===== config.mk =====
export PLATFORM = sky130hd
export DESIGN_NAME = rfrx_ctrl
export DESIGN_NICKNAME = d
export VERILOG_FILES = /design/src/logic/rfrx_pkg.sv /design/src/logic/rfrx_ctrl.sv
export VERILOG_INCLUDE_DIRS = /design/src /design/src/logic
export SDC_FILE = /design/constraint.sdc
export NUM_CORES = 1
export LEC_CHECK = 0
export BUFFER_PORTS_ARGS = -buffer_cell sky130_fd_sc_hd__buf_2
export CORE_MARGIN = 2
export CORE_UTILIZATION = 45
export DETAILED_ROUTE_END_ITERATION = 16
export PLACE_DENSITY = 0.68
export SKIP_LAST_GASP = 1
export SLEW_MARGIN = 30
export SYNTH_ARGS = -nofsm -noshare
export SYNTH_HDL_FRONTEND = slang
export SYNTH_SLANG_ARGS = --single-unit

===== constraint.sdc =====
create_clock -name core_clk -period 9.2 [get_ports core_clk]
set_clock_uncertainty 0.2 [all_clocks]
set_input_delay 2.76 -clock core_clk [delete_from_list [all_inputs] [get_ports core_clk]]
set_output_delay 2.76 -clock core_clk [all_outputs]
set_load 0.005 [all_outputs]

===== src/logic/rfrx_defines.svh =====
// offsets, field positions, reset values and timing counts of the rx front end control
`ifndef RFRX_DEFINES_SVH
`define RFRX_DEFINES_SVH

// register offsets
`define RFRX_CHIP_STATE_CONTROL    8'h00
`define RFRX_RX_FILTER_SETTING     8'h09
`define RFRX_RX_GAIN_MIXER_SETTING 8'h0A
`define RFRX_REGULATOR_OUTPUT_CTRL 8'h0B
`define RFRX_GAIN_INTERNAL_STATUS  8'h0E
`define RFRX_SIGNAL_STRENGTH       8'h0F
`define RFRX_NOISE_GAIN_STATUS     8'h10
`define RFRX_MEASUREMENT_SELECT    8'h11
`define RFRX_MODULATOR_CONTROL     8'h15
`define RFRX_ADC_RESULT            8'h19

// direct command codes
`define RFRX_CMD_TRIGGER_ADC       8'h87

// chip_state_control fields
`define RFRX_AGC_ON_BIT            0
`define RFRX_AGL_ON_BIT            1
// rx_filter_setting fields
`define RFRX_BAND_LSB              1
`define RFRX_HP_HALF_BIT           3
`define RFRX_AC_FAST_BIT           4
// rx_gain_mixer_setting fields
`define RFRX_ATTEN_BIT             0
`define RFRX_LOWSUP_BIT            1
`define RFRX_SINGLE_BIT            2
`define RFRX_HYST_LSB              3
`define RFRX_AMP_LSB               5
// regulator_output_control fields
`define RFRX_AUX_EN_LSB            0
`define RFRX_PA_EN_LSB             2
`define RFRX_PA_DIFF_BIT           4
`define RFRX_AUX_MOD_BIT           5
`define RFRX_MAIN_MOD_BIT          6
// modulator_control fields
`define RFRX_DEPTH_LSB             0
`define RFRX_FULL_DEPTH_BIT        6
`define RFRX_PHASE_REV_BIT         7
// measurement select codes routing the mixer dc levels
`define RFRX_MSEL_MIXER_A          3'h1
`define RFRX_MSEL_MIXER_B          3'h2

// reset value and gain reduction limit
`define RFRX_RESET_BYTE            8'h00
`define RFRX_GAIN_MAX              3'h7

// timing
`define RFRX_CLK_MHZ               250
`define RFRX_ADC_VALID_NS          20000
`define RFRX_AGC_STEP_CYC          4'h8
`define RFRX_SETTLE_STEP_CYC       6'h20
`define RFRX_SETTLE_STEPS          2'h3

`endif


===== src/logic/rfrx_pkg.sv =====
// types shared by the rx front end control
`default_nettype none
package rfrx_pkg;

  // noise-level gain sequencer
  typedef enum logic [1:0] {
    RFRX_AGL_IDLE,
    RFRX_AGL_RUN,
    RFRX_AGL_HOLD
  } rfrx_agl_t;

endpackage
`default_nettype wire


===== src/logic/rfrx_ctrl.sv =====
// rx front end and modulator routing control with status capture
`default_nettype none
`include "rfrx_defines.svh"

module rfrx_ctrl #(
  parameter int unsigned ADC_WAIT_CYC = (`RFRX_ADC_VALID_NS * `RFRX_CLK_MHZ) / 1000
) (
  // clock and reset
  input  wire logic       core_clk,
  input  wire logic       rst,
  // register port from host interface decoder
  input  wire logic       reg_wr,
  input  wire logic       reg_rd,
  input  wire logic [7:0] reg_addr,
  input  wire logic [7:0] reg_wdata,
  output logic      [7:0] reg_rdata,
  // direct command strobe
  input  wire logic       cmd_valid,
  input  wire logic [7:0] cmd_code,
  // transceiver sequence events, same clock
  input  wire logic       tx_active,
  input  wire logic       rx_wait_done,
  input  wire logic       rx_end,
  input  wire logic       preamble_start,
  input  wire logic       preamble_end,
  // analog comparator and meter inputs, asynchronous
  input  wire logic       i_overrange,
  input  wire logic       q_overrange,
  input  wire logic       i_above_noise,
  input  wire logic       q_above_noise,
  input  wire logic       q_is_better,
  input  wire logic [3:0] i_level,
  input  wire logic [3:0] q_level,
  input  wire logic       sub_i,
  input  wire logic       sub_q,
  input  wire logic [7:0] adc_data,
  // modulator and amplifier controls
  output logic            mod_full_depth,
  output logic            mod_phase_rev,
  output logic      [5:0] mod_depth,
  output logic      [1:0] aux_out_en,
  output logic            aux_mod_en,
  output logic      [1:0] pa_en,
  output logic            pa_diff,
  output logic            main_mod_en,
  // mixer and filter controls
  output logic            mixer_atten,
  output logic            mixer_low_supply,
  output logic            mixer_single,
  output logic      [1:0] filter_band_sel,
  output logic            filter_hp_half,
  output logic            filter_ac_fast,
  output logic            dc_hold,
  output logic      [1:0] hp_settle,
  // gain controls
  output logic      [1:0] hyst_red,
  output logic      [2:0] i_gain_red,
  output logic      [2:0] q_gain_red,
  // measurement and receive data
  output logic            adc_mixer_sel,
  output logic            adc_start,
  output logic            rx_sub_data
);
  import rfrx_pkg::*;
  localparam logic [12:0] ADC_WAIT = 13'(ADC_WAIT_CYC);
  // whole module state
  typedef struct packed {
    logic [7:0] chip;       // chip_state_control
    logic [7:0] filt;       // rx_filter_setting
    logic [7:0] gmix;       // rx_gain_mixer_setting
    logic [7:0] outc;       // regulator_output_control
    logic [7:0] msel;       // measurement_select
    logic [7:0] modc;       // modulator_control
    logic [7:0] adc_res;    // adc_result
    logic [7:0] rdata;      // read data
    logic [9:0] s1_a;       // sync stage one, single bits
    logic [9:0] s2_a;       // sync stage two, single bits
    logic [15:0] s1_b;      // sync stage one, levels and adc
    logic [15:0] s2_b;      // sync stage two, levels and adc
    logic       tx_d;       // tx_active delayed
    logic [2:0] agc_red;    // agc reduction
    logic       agc_run;    // agc adjusting
    logic       agc_done;   // agc settled this telegram
    logic [3:0] agc_cnt;    // agc step spacing
    rfrx_agl_t  agl_st;     // noise gain sequencer
    logic [2:0] agl_i;      // noise gain i
    logic [2:0] agl_q;      // noise gain q
    logic       in_sel;     // 1 = q channel chosen
    logic       sel_valid;  // choice valid
    logic       rssi_win;   // peak tracking window
    logic [3:0] pk_i;       // i peak
    logic [3:0] pk_q;       // q peak
    logic [1:0] settle;     // high-pass settle step
    logic [5:0] settle_cnt; // settle step spacing
    logic       conv;       // conversion running
    logic [12:0] conv_cnt;  // conversion timer
    logic       start;      // adc start pulse
    logic       sub;        // selected subcarrier
  } rfrx_state_t;
  rfrx_state_t st_ff;
  rfrx_state_t nxt_st;
  // synchronised views, read only from stage two
  logic       ovr_i, ovr_q, nz_i, nz_q, qbet, sb_i, sb_q;
  logic [3:0] lv_i, lv_q;
  logic [7:0] adc_s;
  assign {ovr_i, ovr_q, nz_i, nz_q, qbet, sb_i, sb_q} = st_ff.s2_a[6:0];
  assign lv_i  = st_ff.s2_b[3:0];
  assign lv_q  = st_ff.s2_b[7:4];
  assign adc_s = st_ff.s2_b[15:8];
  // next-state logic
  always_comb begin
    nxt_st = st_ff;
    // two-flop synchronisers for the analog side
    nxt_st.s1_a = {3'h0, i_overrange, q_overrange, i_above_noise, q_above_noise,
                   q_is_better, sub_i, sub_q};
    nxt_st.s2_a = st_ff.s1_a;
    nxt_st.s1_b = {adc_data, q_level, i_level};
    nxt_st.s2_b = st_ff.s1_b;
    nxt_st.tx_d = tx_active;
    nxt_st.start = 1'b0;

    // register writes; status registers ignore writes
    if (reg_wr) begin
      if (reg_addr == `RFRX_CHIP_STATE_CONTROL) begin
        nxt_st.chip = reg_wdata;
      end else if (reg_addr == `RFRX_RX_FILTER_SETTING) begin
        nxt_st.filt = reg_wdata;
      end else if (reg_addr == `RFRX_RX_GAIN_MIXER_SETTING) begin
        nxt_st.gmix = reg_wdata;
      end else if (reg_addr == `RFRX_REGULATOR_OUTPUT_CTRL) begin
        nxt_st.outc = reg_wdata;
      end else if (reg_addr == `RFRX_MEASUREMENT_SELECT) begin
        nxt_st.msel = reg_wdata;
      end else if (reg_addr == `RFRX_MODULATOR_CONTROL) begin
        nxt_st.modc = reg_wdata;
      end
    end

    // registered read data, unmapped reads return zero
    if (reg_rd) begin
      if (reg_addr == `RFRX_CHIP_STATE_CONTROL) begin
        nxt_st.rdata = st_ff.chip;
      end else if (reg_addr == `RFRX_RX_FILTER_SETTING) begin
        nxt_st.rdata = st_ff.filt;
      end else if (reg_addr == `RFRX_RX_GAIN_MIXER_SETTING) begin
        nxt_st.rdata = st_ff.gmix;
      end else if (reg_addr == `RFRX_REGULATOR_OUTPUT_CTRL) begin
        nxt_st.rdata = st_ff.outc;
      end else if (reg_addr == `RFRX_GAIN_INTERNAL_STATUS) begin
        nxt_st.rdata = {3'h0, st_ff.agc_done, st_ff.agc_red, st_ff.in_sel && st_ff.sel_valid};
      end else if (reg_addr == `RFRX_SIGNAL_STRENGTH) begin
        nxt_st.rdata = {st_ff.pk_q, st_ff.pk_i};
      end else if (reg_addr == `RFRX_NOISE_GAIN_STATUS) begin
        nxt_st.rdata = {1'b0, st_ff.agl_q, 1'b0, st_ff.agl_i};
      end else if (reg_addr == `RFRX_MEASUREMENT_SELECT) begin
        nxt_st.rdata = st_ff.msel;
      end else if (reg_addr == `RFRX_MODULATOR_CONTROL) begin
        nxt_st.rdata = st_ff.modc;
      end else if (reg_addr == `RFRX_ADC_RESULT) begin
        nxt_st.rdata = st_ff.adc_res;
      end else begin
        nxt_st.rdata = `RFRX_RESET_BYTE;
      end
    end

    if (tx_active) begin
      nxt_st.settle     = `RFRX_SETTLE_STEPS;
      nxt_st.settle_cnt = `RFRX_SETTLE_STEP_CYC;
    end else if (st_ff.settle != 2'h0) begin
      if (st_ff.settle_cnt == 6'h00) begin
        nxt_st.settle     = st_ff.settle - 2'h1;
        nxt_st.settle_cnt = `RFRX_SETTLE_STEP_CYC;
      end else begin
        nxt_st.settle_cnt = st_ff.settle_cnt - 6'h01;
      end
    end

    if (preamble_start && st_ff.chip[`RFRX_AGC_ON_BIT]) begin
      nxt_st.agc_red  = 3'h0;
      nxt_st.agc_run  = 1'b1;
      nxt_st.agc_done = 1'b0;
      nxt_st.agc_cnt  = 4'h0;
    end else if (st_ff.agc_run) begin
      if (preamble_end || !(ovr_i || ovr_q) || st_ff.agc_red == `RFRX_GAIN_MAX) begin
        // stop once neither channel is over range or the reduction reaches maximum and the step count has run out, or as soon as the preamble ends
        if (st_ff.agc_cnt == 4'h0 || preamble_end) begin
          nxt_st.agc_run  = 1'b0;
          nxt_st.agc_done = 1'b1;
        end else begin
          nxt_st.agc_cnt = st_ff.agc_cnt - 4'h1;
        end
      end else if (st_ff.agc_cnt == 4'h0) begin
        // step spacing lets the chain settle before re-judging
        nxt_st.agc_red = st_ff.agc_red + 3'h1;
        nxt_st.agc_cnt = `RFRX_AGC_STEP_CYC;
      end else begin
        nxt_st.agc_cnt = st_ff.agc_cnt - 4'h1;
      end
    end

    case (st_ff.agl_st)
      RFRX_AGL_IDLE: begin
        if (st_ff.chip[`RFRX_AGL_ON_BIT]) begin
          nxt_st.agl_st = RFRX_AGL_RUN;
          nxt_st.agl_i  = 3'h0;
          nxt_st.agl_q  = 3'h0;
        end
      end
      RFRX_AGL_RUN: begin
        if (!st_ff.chip[`RFRX_AGL_ON_BIT]) begin
          nxt_st.agl_st = RFRX_AGL_IDLE;
          nxt_st.agl_i  = 3'h0;
          nxt_st.agl_q  = 3'h0;
        end else begin
          if (nz_i && st_ff.agl_i != `RFRX_GAIN_MAX) begin
            nxt_st.agl_i = st_ff.agl_i + 3'h1;
          end
          if (nz_q && st_ff.agl_q != `RFRX_GAIN_MAX) begin
            nxt_st.agl_q = st_ff.agl_q + 3'h1;
          end
          if ((!nz_i || st_ff.agl_i == `RFRX_GAIN_MAX) &&
              (!nz_q || st_ff.agl_q == `RFRX_GAIN_MAX)) begin
            nxt_st.agl_st = RFRX_AGL_HOLD;
          end
        end
      end
      RFRX_AGL_HOLD: begin
        // held until software clears the bit
        if (!st_ff.chip[`RFRX_AGL_ON_BIT]) begin
          nxt_st.agl_st = RFRX_AGL_IDLE;
          nxt_st.agl_i  = 3'h0;
          nxt_st.agl_q  = 3'h0;
        end
      end
      default: begin
        nxt_st.agl_st = RFRX_AGL_IDLE;
      end
    endcase

    // latch i/q choice, set beats tx start
    if (preamble_end) begin
      nxt_st.in_sel    = qbet;
      nxt_st.sel_valid = 1'b1;
    end else if (tx_active && !st_ff.tx_d) begin
      nxt_st.sel_valid = 1'b0;
    end

    if (tx_active && !st_ff.tx_d) begin
      nxt_st.pk_i     = 4'h0;
      nxt_st.pk_q     = 4'h0;
      nxt_st.rssi_win = 1'b0;
    end else begin
      // peak hold over the rx window
      if (rx_wait_done) begin
        nxt_st.rssi_win = 1'b1;
      end else if (rx_end) begin
        nxt_st.rssi_win = 1'b0;
      end
      if (st_ff.rssi_win && lv_i > st_ff.pk_i) begin
        nxt_st.pk_i = lv_i;
      end
      if (st_ff.rssi_win && lv_q > st_ff.pk_q) begin
        nxt_st.pk_q = lv_q;
      end
    end

    if (cmd_valid && cmd_code == `RFRX_CMD_TRIGGER_ADC) begin
      nxt_st.start    = 1'b1;
      nxt_st.conv     = 1'b1;
      nxt_st.conv_cnt = ADC_WAIT;
    end else if (st_ff.conv) begin
      if (st_ff.conv_cnt == 13'h0001) begin
        nxt_st.adc_res = adc_s;
        nxt_st.conv    = 1'b0;
      end
      nxt_st.conv_cnt = st_ff.conv_cnt - 13'h0001;
    end

    // chosen channel to the digital receiver
    nxt_st.sub = st_ff.in_sel ? sb_q : sb_i;
  end

  // state register
  always_ff @(posedge core_clk or posedge rst) begin
    if (rst) begin
      st_ff <= '0;
    end else begin
      st_ff <= nxt_st;
    end
  end

  // full depth ask, depth sets delimiter
  assign mod_full_depth = st_ff.modc[`RFRX_FULL_DEPTH_BIT];
  assign mod_phase_rev  = st_ff.modc[`RFRX_PHASE_REV_BIT];
  assign mod_depth      = st_ff.modc[`RFRX_DEPTH_LSB +: 6];
  // low power output enable and drive
  assign aux_out_en     = st_ff.outc[`RFRX_AUX_EN_LSB +: 2];
  assign pa_en          = st_ff.outc[`RFRX_PA_EN_LSB +: 2];
  assign pa_diff        = st_ff.outc[`RFRX_PA_DIFF_BIT];
  assign aux_mod_en     = st_ff.outc[`RFRX_AUX_MOD_BIT] && (aux_out_en != 2'h0);
  assign main_mod_en    = st_ff.outc[`RFRX_MAIN_MOD_BIT] && (pa_en != 2'h0);
  assign mixer_atten      = st_ff.gmix[`RFRX_ATTEN_BIT];
  assign mixer_low_supply = st_ff.gmix[`RFRX_LOWSUP_BIT];
  assign mixer_single   = st_ff.gmix[`RFRX_SINGLE_BIT];
  // band code straight to the filter
  assign filter_band_sel = st_ff.filt[`RFRX_BAND_LSB +: 2];
  assign filter_hp_half = st_ff.filt[`RFRX_HP_HALF_BIT];
  assign filter_ac_fast = st_ff.filt[`RFRX_AC_FAST_BIT];
  assign dc_hold        = st_ff.tx_d;
  assign hp_settle      = st_ff.settle;
  assign hyst_red       = st_ff.gmix[`RFRX_HYST_LSB +: 2];
  // agl overrides, then agc, then manual gain
  assign i_gain_red = (st_ff.agl_st != RFRX_AGL_IDLE) ? st_ff.agl_i :
                      st_ff.chip[`RFRX_AGC_ON_BIT] ? st_ff.agc_red :
                      st_ff.gmix[`RFRX_AMP_LSB +: 3];
  assign q_gain_red = (st_ff.agl_st != RFRX_AGL_IDLE) ? st_ff.agl_q :
                      st_ff.chip[`RFRX_AGC_ON_BIT] ? st_ff.agc_red :
                      st_ff.gmix[`RFRX_AMP_LSB +: 3];
  // mixer dc to adc on either code
  assign adc_mixer_sel = (st_ff.msel[2:0] == `RFRX_MSEL_MIXER_A) ||
                         (st_ff.msel[2:0] == `RFRX_MSEL_MIXER_B);
  assign adc_start     = st_ff.start;
  assign rx_sub_data   = st_ff.sub;
  assign reg_rdata     = st_ff.rdata;

endmodule
`default_nettype wire


Yosys cells after proc, flatten, opt, wreduce, memory -nomap -nowiden:

Index checks and enable logic that the tools add are counted.

* add/sub/neg operators: 7
* $mul: 0
* div/mod/pow operators: 0
* magnitude comparators: 2
* equality and inequality tests: 27
* shift operators: 0
* muxes and demuxes: 46
* bitwise operators: 6
* reduce and logical (&&, ||, !) cells: 56

Operators by type and width (count)
* 8-bit 2-to-1 mux: 15
* 8-bit by 4-bit == test with 1-bit output, second input constant: 5
* 8-bit by 5-bit == test with 1-bit output, second input constant: 4
* 14-bit 2-to-1 mux: 2
* 2-bit nonzero test: 14
* 9-bit 2-to-1 mux: 3
* 3-bit 2-to-1 mux: 7
* 4-bit 2-to-1 mux: 5
* 3-bit inequality test, second input constant: 6
* 6-bit case mux with 3 select lines: 1
* 3-bit AND reduction: 5
* 13-bit by 1-bit == test with 1-bit output, second input constant: 1
* 13-bit by 1-bit subtractor with 13-bit output, second input constant: 1
* 4-bit AND reduction: 3
* 1-bit logical AND: 11
* 3-bit by 1-bit adder with 3-bit output, second input constant: 3
* 3-bit == test, second input constant: 3
* 8-bit == test, second input constant: 1
* 4-bit greater-than comparator: 2
* 8-bit zero test: 1
* 2-bit 2-to-1 mux: 4
* 1-bit logical OR: 7
* 1-bit 2-to-1 mux: 7
* 7-bit AND reduction: 1
* 19 further kinds: 32

* flip-flop bits (word level): 163
* bits in latches: 0
* memory bits (writable): 0
* memory bits (read-only): 0
* input bits: 57
* output and inout port bits: 44
* logic and storage cells: 175
* memories kept: 0

Depth between registers and ports, before layout:

Gate-level depths: netlist of run 1.

* depth in word-level cells: 11
* gate-level depth with buffers: 7
* depth with buffers taken out: 7

Worst setup path before layout of run 1:

OpenSTA, ideal clock, no wires.

* path type: input to register
* start: input cmd_code[5]
* end: register st_ff[113] in the netlist's numbering
* setup time: 0.125 ns
* arrival: 4.305 ns
* required time: 8.875 ns
* setup slack: 4.570 ns
* cell stages on the path: 6
* path buffers: 1
* path through: or4b_1 or4_1 buf_6 nand2_4 nor2_4 mux2_4

* word-level cells in the longest chain between the ends: 4

RTL lines
* start: declaration: RTL line rfrx_ctrl.sv:19 `input wire logic [7:0] cmd_code,`
* 8-bit == test (no source line)
* 1-bit logical AND (no source line)
* 1-bit NOT (no source line)
* 3-bit AND reduction (no source line)
* end signal: assignment: RTL line rfrx_ctrl.sv:288 `st_ff <= nxt_st;`
* end: declaration: RTL line rfrx_ctrl.sv:100 `rfrx_state_t st_ff;`

Every way passes these cells.
A chain may end at the register's enable or synchronous reset.

Worst setup path in the final report of run 1:

* start: register st_ff[41] in the netlist's numbering
* end: output q_gain_red[0]

* word-level cells in the longest chain between the ends: 2

RTL lines
* 2-bit nonzero test: RTL line rfrx_ctrl.sv:316 `assign q_gain_red = (st_ff.agl_st != RFRX_AGL_IDLE) ? st_ff.agl_q :`
* 3-bit 2-to-1 mux: RTL line rfrx_ctrl.sv:316
* end: declaration: RTL line rfrx_ctrl.sv:58 `output logic [2:0] q_gain_red,`

Every way passes these cells.

==> reports/results.ini, run 1 <==
[hold_path]
hold_depth = 0
min_path_type = reg2reg
min_to = adc_s[4]
holdCritStartpoint = nxt_st[65]

[job]
timing.max_cap.violations = 0

[sta]
timing.final.crit_share = 0.508
finalSetupViolCount = 0
tightest_slew_ns = 0.765
drv_slew = 0
rsz0062_at_grt = false
finalSetupTns_ns = 0
max-slew-margin-rel = 0.490
hold_viol = 0
period_minus_slack_ns = 4.67
hold_slack_ns = 0.148
fmax_mhz = 214

[floorplanning]
ios = 101
start_util = 0.460
fp.dieH_um = 134
rows = 47
coreArea_um2 = 16600
die-area_um2 = 18000
die_x_um = 134

[cts]
cts_buffer_depth = 2
holdBufCountCts = 0
cts_max_level = 4
postCtsSetupBuffers = 0
clk_pin_slew_ns = 0.06
cts_tree = done
clock_sink_count = 163
clk_latency_ns = 0.42
numCtsBuffers = 17
cts-root-buf = clkbuf_16
post_cts_resized = 0

[worst_setup_path]
r2r_start = st_ff[10]
critPathCaptureType = output pin
cp-start-kind = register
critPathKind = reg2out
required_ns = 6.24
path_max_fanout = 9
crit-reg2reg-capture = st_ff[117]
cp_data_arrival_time_ns = 1.71
reg2reg_depth = 5
rrSetupSlack_ns = 6.85

[global_route]
antenna_found_initial = 0
grt.total_usage = 0.198
grt_pass1_wl_um = 27600
first_global_vias = 5354
grt_overflow = 0
grt_max_degree = 87

[cells_and_area]
synthToLayoutAreaGrowth_pct = 14.5
fin_nets = 816
drive_above_1_share = 0.290
insertedDiodeCount = 0

[pwr]
leakagePower_nw = 4.14
ir_drop_v = 0.000159
cellPowerDensity_nw_per_um2 = 214

[outcome]
status = complete, no violations

[routing]
routedWlPerCell_um = 17.6
routed_wl_um = 17100
dr.pass1.iters = 5
antenna_left = 0
drc = 0
num_vias = 5280
drt_first_iter_violations = 336
via_per_inst = 5.44

[yosys]
postSynthAreaPerCell_um2 = 11.4
yosysSeqAreaShare = 0.535
synth_seq_cells = 163
syn_inst = 669
synthesis.area_um2 = 7620
yosysWarnings = 0
synthArstFlopShare = 1.00
synth_edf_count = 0
syn_nets = 747
synth.distinct_cells = 73
synthFlopType = dfrtp_1

[place]
detailed_place_hpwl_um = 12400
port_buffers = 100
gp_congestion = 0.906

cell usage after synthesis, drive strengths merged, types with 3 or more instances:
library cell / count / area share
a21o: 3 / 0.0030
a21oi: 18 / 0.012
a221oi: 8 / 0.0092
a22o: 7 / 0.0080
a311oi: 3 / 0.0034
a31o: 5 / 0.0057
a31oi: 3 / 0.0025
and2: 10 / 0.0082
and3: 7 / 0.0057
buf: 33 / 0.031
clkbuf: 18 / 0.0089
dfrtp: 163 / 0.54
ha: 21 / 0.034
inv: 33 / 0.016
mux2: 59 / 0.091
mux2i: 15 / 0.020
nand2: 49 / 0.025
nand2b: 10 / 0.0082
nand3: 19 / 0.012
nand4: 4 / 0.0041
nor2: 51 / 0.029
nor2b: 9 / 0.0074
nor3: 8 / 0.0059
nor4: 3 / 0.0053
o2111ai: 3 / 0.0034
o211ai: 6 / 0.0059
o21a: 10 / 0.0099
o21ai: 28 / 0.018
o22ai: 4 / 0.0033
o32ai: 3 / 0.0034
or3: 8 / 0.0066
or3b: 3 / 0.0034
or4: 4 / 0.0044
xnor2: 9 / 0.010
xor2: 4 / 0.0046
metrics by stage:
stage                     setup slack, ns  cells  utilization  instance area [um2]  power, mW
final                                4.53    971        0.526                 8730       1.87
after global routing                 4.37    971        0.526                 8730       1.96
after CTS                            4.52    971        0.526                 8730       1.88
after detailed placement             4.14    939        0.489                 8110       1.15
after global placement               4.25    939        0.489                 8110       1.13
after floorplan                      1.84    669            -                 7620       1.07
state kept, by name, summed over array words and instances, names as in the netlist, 4 cells and up:
signal and count:
st_ff 82, nxt_st 23, adc_s 8, reg_rdata 8
mod_depth 6, lv_i 4, lv_q 4
worst max-delay path: stages (launching register included):
cell and delay (ns):
dfrtp_1 0.44, nor2_1 0.42, nand2_1 0.14, o21a_1 0.16, buf_2 0.13
area by class of cell:
class                   instances  area (um2)
clock buffers                  18         439
clock inverters                14         176
repair buffers                101         512
well taps                     220         275
flip-flops and latches        163        4080
multi-input cells             421        3110
fillers                      1511        7860
inverters                      34         133
worst max-delay path by stage:
stage	startpoint	to	slack, ns	depth (start not counted)
floorplan	rst	adc_s[0]	1.84	1
global placement	reg_addr[2]	st_ff[134]	4.25	5
detailed placement	reg_addr[2]	st_ff[142]	4.14	5
CTS	st_ff[41]	q_gain_red[0]	4.52	4
global route	st_ff[41]	i_gain_red[1]	4.37	4
finish	st_ff[41]	q_gain_red[0]	4.53	4
power breakdown:
part	switching (mW)	internal (mW)	leakage, nW
clock	0.292	0.437	0.297
sequential	0.0717	0.792	2.05
combinational	0.149	0.125	1.80
total	0.513	1.35	4.14
cells by family (layout without fill, tap and decap cells):
logic type	after synthesis	after routing	synth area share
multiplexers	74	74	0.111
flip-flops	163	163	0.535
AO/OA/AOI/OAI	115	115	0.105
XOR/XNOR	13	13	0.0149
adder cells (fa/ha/maj)	21	21	0.0345
AND/OR/NAND/NOR	198	198	0.143
buffers and inverters	85	167	0.0565
cell usage in the layout (no fill, tap or decap), types with 15 or more instances in the layout:
cell,count
nand2_1,48
mux2_2,50
ha_1,21
o21ai_0,28
buf_2,100
nor2_1,46
clkbuf_16,17
mux2i_1,15
dfrtp_1,163
inv_1,32
a21oi_1,18
nand3_1,19
metal layers:
| layer | GRT usage | vias to the layer above | share of wire |
|---|---|---|---|
| met5 | 0 | - | 0 |
| met3 | 0.0544 | 22 | 0.059 |
| met2 | 0.327 | 148 | 0.49 |
| li1 | - | 2481 | - |
| met4 | 0.0544 | 0 | 0.013 |
| met1 | 0.258 | 2629 | 0.44 |
Power figures use the tool's default switching activity.
==> run 2: changes to the inputs <==
--- a/config.mk
+++ b/config.mk
@@ -6,11 +6,12 @@
 export SDC_FILE = /design/constraint.sdc
 export NUM_CORES = 1
 export LEC_CHECK = 0
+export ABC_AREA = 1
 export BUFFER_PORTS_ARGS = -buffer_cell sky130_fd_sc_hd__buf_2
 export CORE_MARGIN = 2
 export CORE_UTILIZATION = 45
 export DETAILED_ROUTE_END_ITERATION = 16
-export PLACE_DENSITY = 0.68
+export PLACE_DENSITY = 0.7
 export SKIP_LAST_GASP = 1
 export SLEW_MARGIN = 30
 export SYNTH_ARGS = -nofsm -noshare
==> constraint.sdc (replaced) <==
create_clock -name core_clk -period 3.9 [get_ports core_clk]
set_clock_uncertainty 0.2 [all_clocks]
set_input_delay 1.17 -clock core_clk [delete_from_list [all_inputs] [get_ports core_clk]]
set_output_delay 1.17 -clock core_clk [all_outputs]
set_load 0.005 [all_outputs]
==> run 2 against run 1 <==
Critical path type unchanged. Die area shrank 0.30%. Non-clock buffer count is the same. Synthesized cell count up 27%. Largest cell class unchanged. Routed wire length is 3.9% lower.
==> reports/results.ini, run 2 <==
[floorplanning]
coreArea_um2 = 16500  ; -0.35%
start_util = 0.460  ; about the same
die-area_um2 = 17900  ; -0.30%
die_x_um = 134  ; -0.15%
rows = 47  ; unchanged
fp.dieH_um = 134  ; -0.15%
ios = 101  ; unchanged

[yosys]
ys_top_cells_by_area = dfrtp_1 54%, nand2_1 9.9%, inv_1 5.4%, o21ai_0 3.8%, ha_1 3.5%
syn_inst = 851  ; +27%
synth_edf_count = 0  ; unchanged
synthesis.area_um2 = 7600  ; -0.31%
synthFlopType = dfrtp_1
postSynthAreaPerCell_um2 = 8.93  ; -22%
synth_common_cells = 201 x nand2_1, 163 x dfrtp_1, 109 x inv_1
yosysSeqAreaShare = 0.537  ; +0.00167
syn_nets = 929  ; +24%
yosysWarnings = 0  ; unchanged
yosysTopAreaCell = dfrtp_1
synthArstFlopShare = 1.00  ; unchanged
synth_most_common_cell = nand2_1
synth_seq_cells = 163  ; unchanged
synth_top_area_share = 0.537  ; +0.00167
synth.distinct_cells = 42  ; -42%

[hold_path]
min_path_type = reg2reg

[cells_and_area]
fin_nets = 1017  ; +25%
fill_cells = 1547  ; +2.4%
final_core_util = 0.528  ; +0.00180
insertedDiodeCount = 0  ; unchanged
synthToLayoutAreaGrowth_pct = 14.8
ff_latch_area_um2 = 4080  ; unchanged
multi_input_area_um2 = 2820  ; -9.5%
final_common_cell = nand2_1
largest_reg_flops = 82  ; unchanged
regMostFlops = st_ff
final_cell_mix = 201 x nand2_1, 163 x dfrtp_1, 108 x inv_1, 100 x buf_2, 65 x nor2_1
drive_above_1_share = 0.195  ; -0.0949

[routing]
drc = 0  ; unchanged
via_per_inst = 4.88  ; -10%
drt_first_iter_violations = 349  ; +3.9%
num_vias = 5714  ; +8.2%
antenna_left = 0  ; unchanged
dr.pass1.iters = 7  ; +2
routedWlPerCell_um = 14.0  ; -20%
routed_wl_um = 16400  ; -3.9%

[cts]
post_cts_resized = 0  ; unchanged
clock_sink_count = 163  ; unchanged
cts-root-buf = clkbuf_16
cts_buffer_depth = 2  ; unchanged
cts_tree = done
postCtsSetupBuffers = 0  ; unchanged
cts_max_level = 4  ; unchanged
clk_latency_ns = 0.44  ; +0.02 ns
clk_pin_slew_ns = 0.07  ; about the same
numCtsBuffers = 17  ; unchanged
holdBufCountCts = 0  ; unchanged

[pwr]
power.share.sequential = 0.472  ; +0.010
power.switching_mw = 1.25  ; +140%
ir_drop_v = 0.000318  ; +100%
cellPowerDensity_nw_per_um2 = 488  ; +130%
combPwrFrac = 0.155  ; +0.008
leakagePower_nw = 4.56  ; +10%
p_sw_frac = 0.294  ; +0.0194
p_int_mw = 3.01  ; +120%
p_clk_frac = 0.373  ; -0.018

[sta]
finalSetupViolCount = 0  ; unchanged
drv_slew = 0  ; unchanged
hold_viol = 0  ; unchanged
max-slew-margin-rel = 0.415  ; -0.0753
period_minus_slack_ns = 3.09
finalSetupTns_ns = 0  ; unchanged
rsz0062_at_grt = false
timing.final.crit_share = 0.792
tightest_slew_ns = 0.878  ; +0.113 ns
fmax_mhz = 324
hold_slack_ns = 0.148  ; +0.000568 ns

[global_route]
use_met2 = 0.308  ; -0.0191
first_global_vias = 5456  ; +1.9%
grt_max_degree = 164  ; +89%
grt.busiest_layer = met2
grt_overflow = 0  ; unchanged
antenna_found_initial = 0  ; unchanged
met1_usage = 0.265  ; +0.00668
grt_pass1_wl_um = 27500  ; -0.12%
grt.total_usage = 0.197  ; -0.000557
grt.met3_usage = 0.0544  ; unchanged

[worst_setup_path]
slowest_delay_ns = 0.42  ; -0.02 ns
critPathCaptureType = output pin
cp_cell_sequence = nor2_1 > o211ai_1 > o21ai_0 > buf_2
critPathKind = reg2out
required_ns = 2.53  ; -3.71 ns
cp-start-kind = register
cp_data_arrival_time_ns = 1.72  ; about the same
cpMaxStageDelayCell = dfrtp_1
path_max_fanout = 10  ; +1

[place]
port_buffers = 100  ; unchanged
gp_congestion = 0.900  ; -0.62%
detailed_place_hpwl_um = 12100  ; -2.3%

[outcome]
status = complete, no violations

[job]
timing.max_cap.violations = 0  ; unchanged

## run 2: cell types whose count changed in the layout (fill, tap and decap cells not counted), moves of 19 or more
| cell | delta |
|---|---|
| o21ai_0 | +30 |
| inv_1 | +76 |
| o21ai_1 | +49 |
| nor2_1 | +19 |
| mux2_2 | -50 |
| nand2_1 | +153 |
## run 2: worst max-delay path: cells and delay by family, from the launching register on
family,cells,cell delay (ns)
and+or+nand+nor,1,0.41
DFF,1,0.42
AOI/OAI and AO/OA,2,0.32
buffers and inverters,1,0.13
## run 2: final cells by class
type / instances / share of cell area
clock buffer: 20 / 0.0535
clock inverter: 12 / 0.0109
inverter: 123 / 0.0542
multi-input combinational: 533 / 0.323
sequential: 163 / 0.468
tap: 220 / 0.0316
timing repair buffer: 101 / 0.0597
## run 2: per-layer routing
layer,up-vias,part of all wire,wire (um)
met3,25,0.064,1050
li1,2866,-,-
met1,2661,0.46,7470
met4,0,0.021,351
met5,-,0,0
met2,162,0.46,7520
## run 2: cells by family after synthesis
| family | share of synthesized area |
|---|---|
| adder cells (fa/ha/maj) | 0.0346 |
| XOR/XNOR | 0.00461 |
| buffers and inverters | 0.0926 |
| flip-flops | 0.537 |
| AND/OR/NAND/NOR | 0.230 |
| AO/OA/AOI/OAI | 0.102 |
## run 2: path summary, 6_finish.rpt
check                           start             to  slack (ns)  cells past startpoint
max                         st_ff[42]  q_gain_red[1]        0.81                      4
min                        nxt_st[58]        lv_q[1]        0.15                      0
max reg2reg                 st_ff[49]      st_ff[49]        1.93                     10
min reg2reg                nxt_st[58]        lv_q[1]        0.15                      0
max in group asynchronous         rst     nxt_st[68]        2.08                      3
min in group asynchronous         rst     nxt_st[89]        0.75                      3
## run 2: metrics by stage
step | instances | setup WS [ns] | total power, mW | cell area, um2
final | 1172 | 0.810 | 4.26 | 8720
after global routing | 1172 | 0.608 | 4.51 | 8720
after detailed placement | 1140 | 1.16 | 2.71 | 8160
after global placement | 1140 | 1.15 | 2.68 | 8160
after floorplan | 851 | 0.459 | 2.51 | 7600
after CTS | 1172 | 0.807 | 4.30 | 8720
## run 2: power groups by stage
stage	registers [mW]	clock network, mW	logic (mW)
finish	2.01	1.59	0.661
global route	2.04	1.69	0.783
CTS	2.01	1.62	0.671
detailed placement	2.04	0	0.668
global placement	2.03	0	0.643
floorplan	2.01	0	0.503
==> run 3: changes to the inputs <==
--- a/config.mk
+++ b/config.mk
@@ -11,7 +11,7 @@
 export CORE_MARGIN = 2
 export CORE_UTILIZATION = 45
 export DETAILED_ROUTE_END_ITERATION = 16
-export PLACE_DENSITY = 0.7
+export PLACE_DENSITY = 0.68
 export SKIP_LAST_GASP = 1
 export SLEW_MARGIN = 30
 export SYNTH_ARGS = -nofsm -noshare
==> constraint.sdc (replaced) <==
create_clock -name core_clk -period 3 [get_ports core_clk]
set_clock_uncertainty 0.2 [all_clocks]
set_input_delay 0.9 -clock core_clk [delete_from_list [all_inputs] [get_ports core_clk]]
set_output_delay 0.9 -clock core_clk [all_outputs]
set_load 0.005 [all_outputs]
==> run 3 against run 2 <==
Worst hold slack got worse by 0.0026 ns. Critical path depth unchanged. Non-clock buffer count increased by 2. Global-route usage increased by 0.15 points. First-iteration DRC count decreased by 30%. Core utilization increased by 0.61 points.
==> reports/results.ini, run 3 (synthesized netlist as in run 2, its figures left out) <==
[floorplanning]
die_x_um = 134  ; unchanged
start_util = 0.460  ; unchanged
coreArea_um2 = 16500  ; unchanged
rows = 47  ; unchanged
die-area_um2 = 17900  ; unchanged
fp.dieH_um = 134  ; unchanged
ios = 101  ; unchanged

[pwr]
p_sw_frac = 0.274  ; -0.0198
cellPowerDensity_nw_per_um2 = 650  ; +33%
p_int_mw = 4.16  ; +38%
power.switching_mw = 1.57  ; +26%
combPwrFrac = 0.151  ; -0.004
power.share.sequential = 0.456  ; -0.016
leakagePower_nw = 4.61  ; +1.2%
ir_drop_v = 0.000399  ; +26%
p_clk_frac = 0.393  ; +0.020

[cells_and_area]
insertedDiodeCount = 0  ; unchanged
final_core_util = 0.534  ; +0.00606
regMostFlops = st_ff
drive_above_1_share = 0.197  ; +0.00169
final_common_cell = nand2_1
stdcell_count = 1174  ; +0.17%
final_area_um2 = 8820  ; +1.1%
largest_reg_flops = 82  ; unchanged
fin_nets = 1019  ; +0.20%
synthToLayoutAreaGrowth_pct = 16.2
final_cell_mix = 201 x nand2_1, 163 x dfrtp_1, 108 x inv_1, 100 x buf_2, 64 x nor2_1
fill_cells = 1532  ; -0.97%

[sta]
hold_viol = 0  ; unchanged
drv_slew = 0  ; unchanged
finalSetupViolCount = 0  ; unchanged
period_minus_slack_ns = 2.78
timing.final.crit_share = 0.926
setup_ws_ns = 0.221  ; -0.588 ns
rsz0062_at_grt = false
max-slew-margin-rel = 0.633  ; +0.218
hold_slack_ns = 0.146  ; -0.00259 ns
tightest_slew_ns = 0.550  ; -0.328 ns
fmax_mhz = 360

[routing]
antenna_left = 0  ; unchanged
routedWlPerCell_um = 14.0  ; +0.27%
num_vias = 5692  ; -0.39%
via_per_inst = 4.85  ; -0.55%
drc = 0  ; unchanged
drt_first_iter_violations = 243  ; -30%
routed_wl_um = 16500  ; +0.45%
dr.pass1.iters = 5  ; -2

[global_route]
grt.busiest_layer = met2
grt.met3_usage = 0.0442  ; -0.0102
antenna_found_initial = 0  ; unchanged
grt.total_usage = 0.199  ; +0.00152
grt_pass1_wl_um = 27600  ; +0.45%
grt_overflow = 0  ; unchanged
met1_usage = 0.267  ; +0.00177
use_met2 = 0.319  ; +0.0114
grt_max_degree = 57  ; -65%
first_global_vias = 5464  ; +0.15%

[worst_setup_path]
critPathCaptureType = output pin
cp_data_arrival_time_ns = 1.68  ; -0.04 ns
r2r_start = st_ff[49]
cpMaxStageDelayCell = dfrtp_1
cp_num_cells = 4  ; unchanged
timing.critical_path.buf_inv = 1  ; unchanged
cp_top_family = flip-flops
cp_cell_sequence = nor2_2 > o211ai_1 > o21ai_0 > buf_2
critPathKind = reg2out
crit-reg2reg-capture = st_ff[49]
path_max_fanout = 10  ; unchanged
slowest_delay_ns = 0.42  ; about the same
rrSetupSlack_ns = 1.02  ; -0.91 ns
required_ns = 1.90  ; -0.63 ns
cp-start-kind = register
reg2reg_depth = 10  ; unchanged

[cts]
cts_buffer_depth = 2  ; unchanged
cts-root-buf = clkbuf_16
clk_pin_slew_ns = 0.06  ; about the same
holdBufCountCts = 0  ; unchanged
postCtsSetupBuffers = 0  ; unchanged
clock_sink_count = 163  ; unchanged
cts_tree = done
post_cts_resized = 0  ; unchanged
clk_latency_ns = 0.43  ; about the same
cts_max_level = 4  ; unchanged
numCtsBuffers = 17  ; unchanged

[outcome]
status = complete, no violations

[place]
gp_congestion = 0.862  ; -4.2%
detailed_place_hpwl_um = 12400  ; +2.4%
port_buffers = 100  ; unchanged
dp_cells = 1142  ; +0.18%
pre_cts_slack_ns = 0.490  ; -0.674 ns
placed_area_um2 = 8200  ; +0.49%

[hold_path]
min_to = qbet
hold_depth = 0  ; unchanged
min_path_type = reg2reg
holdCritStartpoint = nxt_st[87]

[job]
timing.max_cap.violations = 0  ; unchanged

## run 3: changes by cell type in the layout (fill, tap and decap cells not counted), sizes merged
cell / before / now
buf: 101 / 103
clkbuf: 20 / 21
inv: 125 / 123
bufinv: 0 / 3
clkinvlp: 3 / 1
## run 3: metal layers
layer	wire length [um]	vias up	part of all wire
li1	-	2871	-
met5	0	-	0
met2	7960	160	0.48
met4	297	0	0.018
met1	7340	2633	0.45
met3	870	28	0.053
## run 3: stage by stage
stage,total power [mW],TNS [ns]
2_1_floorplan,3.26,-27.84
3_3_place_gp,3.49,0
3_5_place_dp,3.53,0
4_1_cts,5.79,0
5_1_grt,6.06,0
6_report,5.73,0
## run 3: how the worst max path moves through the flow
stage / start / endpoint / slack [ns]
after global placement: st_ff[42] / i_gain_red[0] / 0.48
after detailed placement: st_ff[42] / q_gain_red[1] / 0.49
after floorplan: rst / adc_s[0] / -0.17
after CTS: st_ff[42] / q_gain_red[1] / 0.03
after global routing: st_ff[42] / q_gain_red[0] / 0.11
final: st_ff[42] / q_gain_red[1] / 0.22
## run 3: area by class of cell
| cell class | instances | area [um2] | area share |
|---|---|---|---|
| flip-flops and latches | 163 | 4080 | 0.462 |
| clock buffers | 21 | 470 | 0.0533 |
| clock inverters | 11 | 149 | 0.0169 |
| well taps | 220 | 275 | 0.0312 |
| repair buffers | 103 | 561 | 0.0635 |
| inverters | 123 | 473 | 0.0536 |
| multi-input cells | 533 | 2820 | 0.319 |
## run 3: power by group through the flow
stage	clock network (mW)	logic (mW)	registers [mW]
global route	2.40	1.01	2.65
CTS	2.29	0.881	2.61
global placement	0	0.845	2.65
detailed placement	0	0.873	2.65
floorplan	0	0.654	2.61
finish	2.25	0.865	2.61
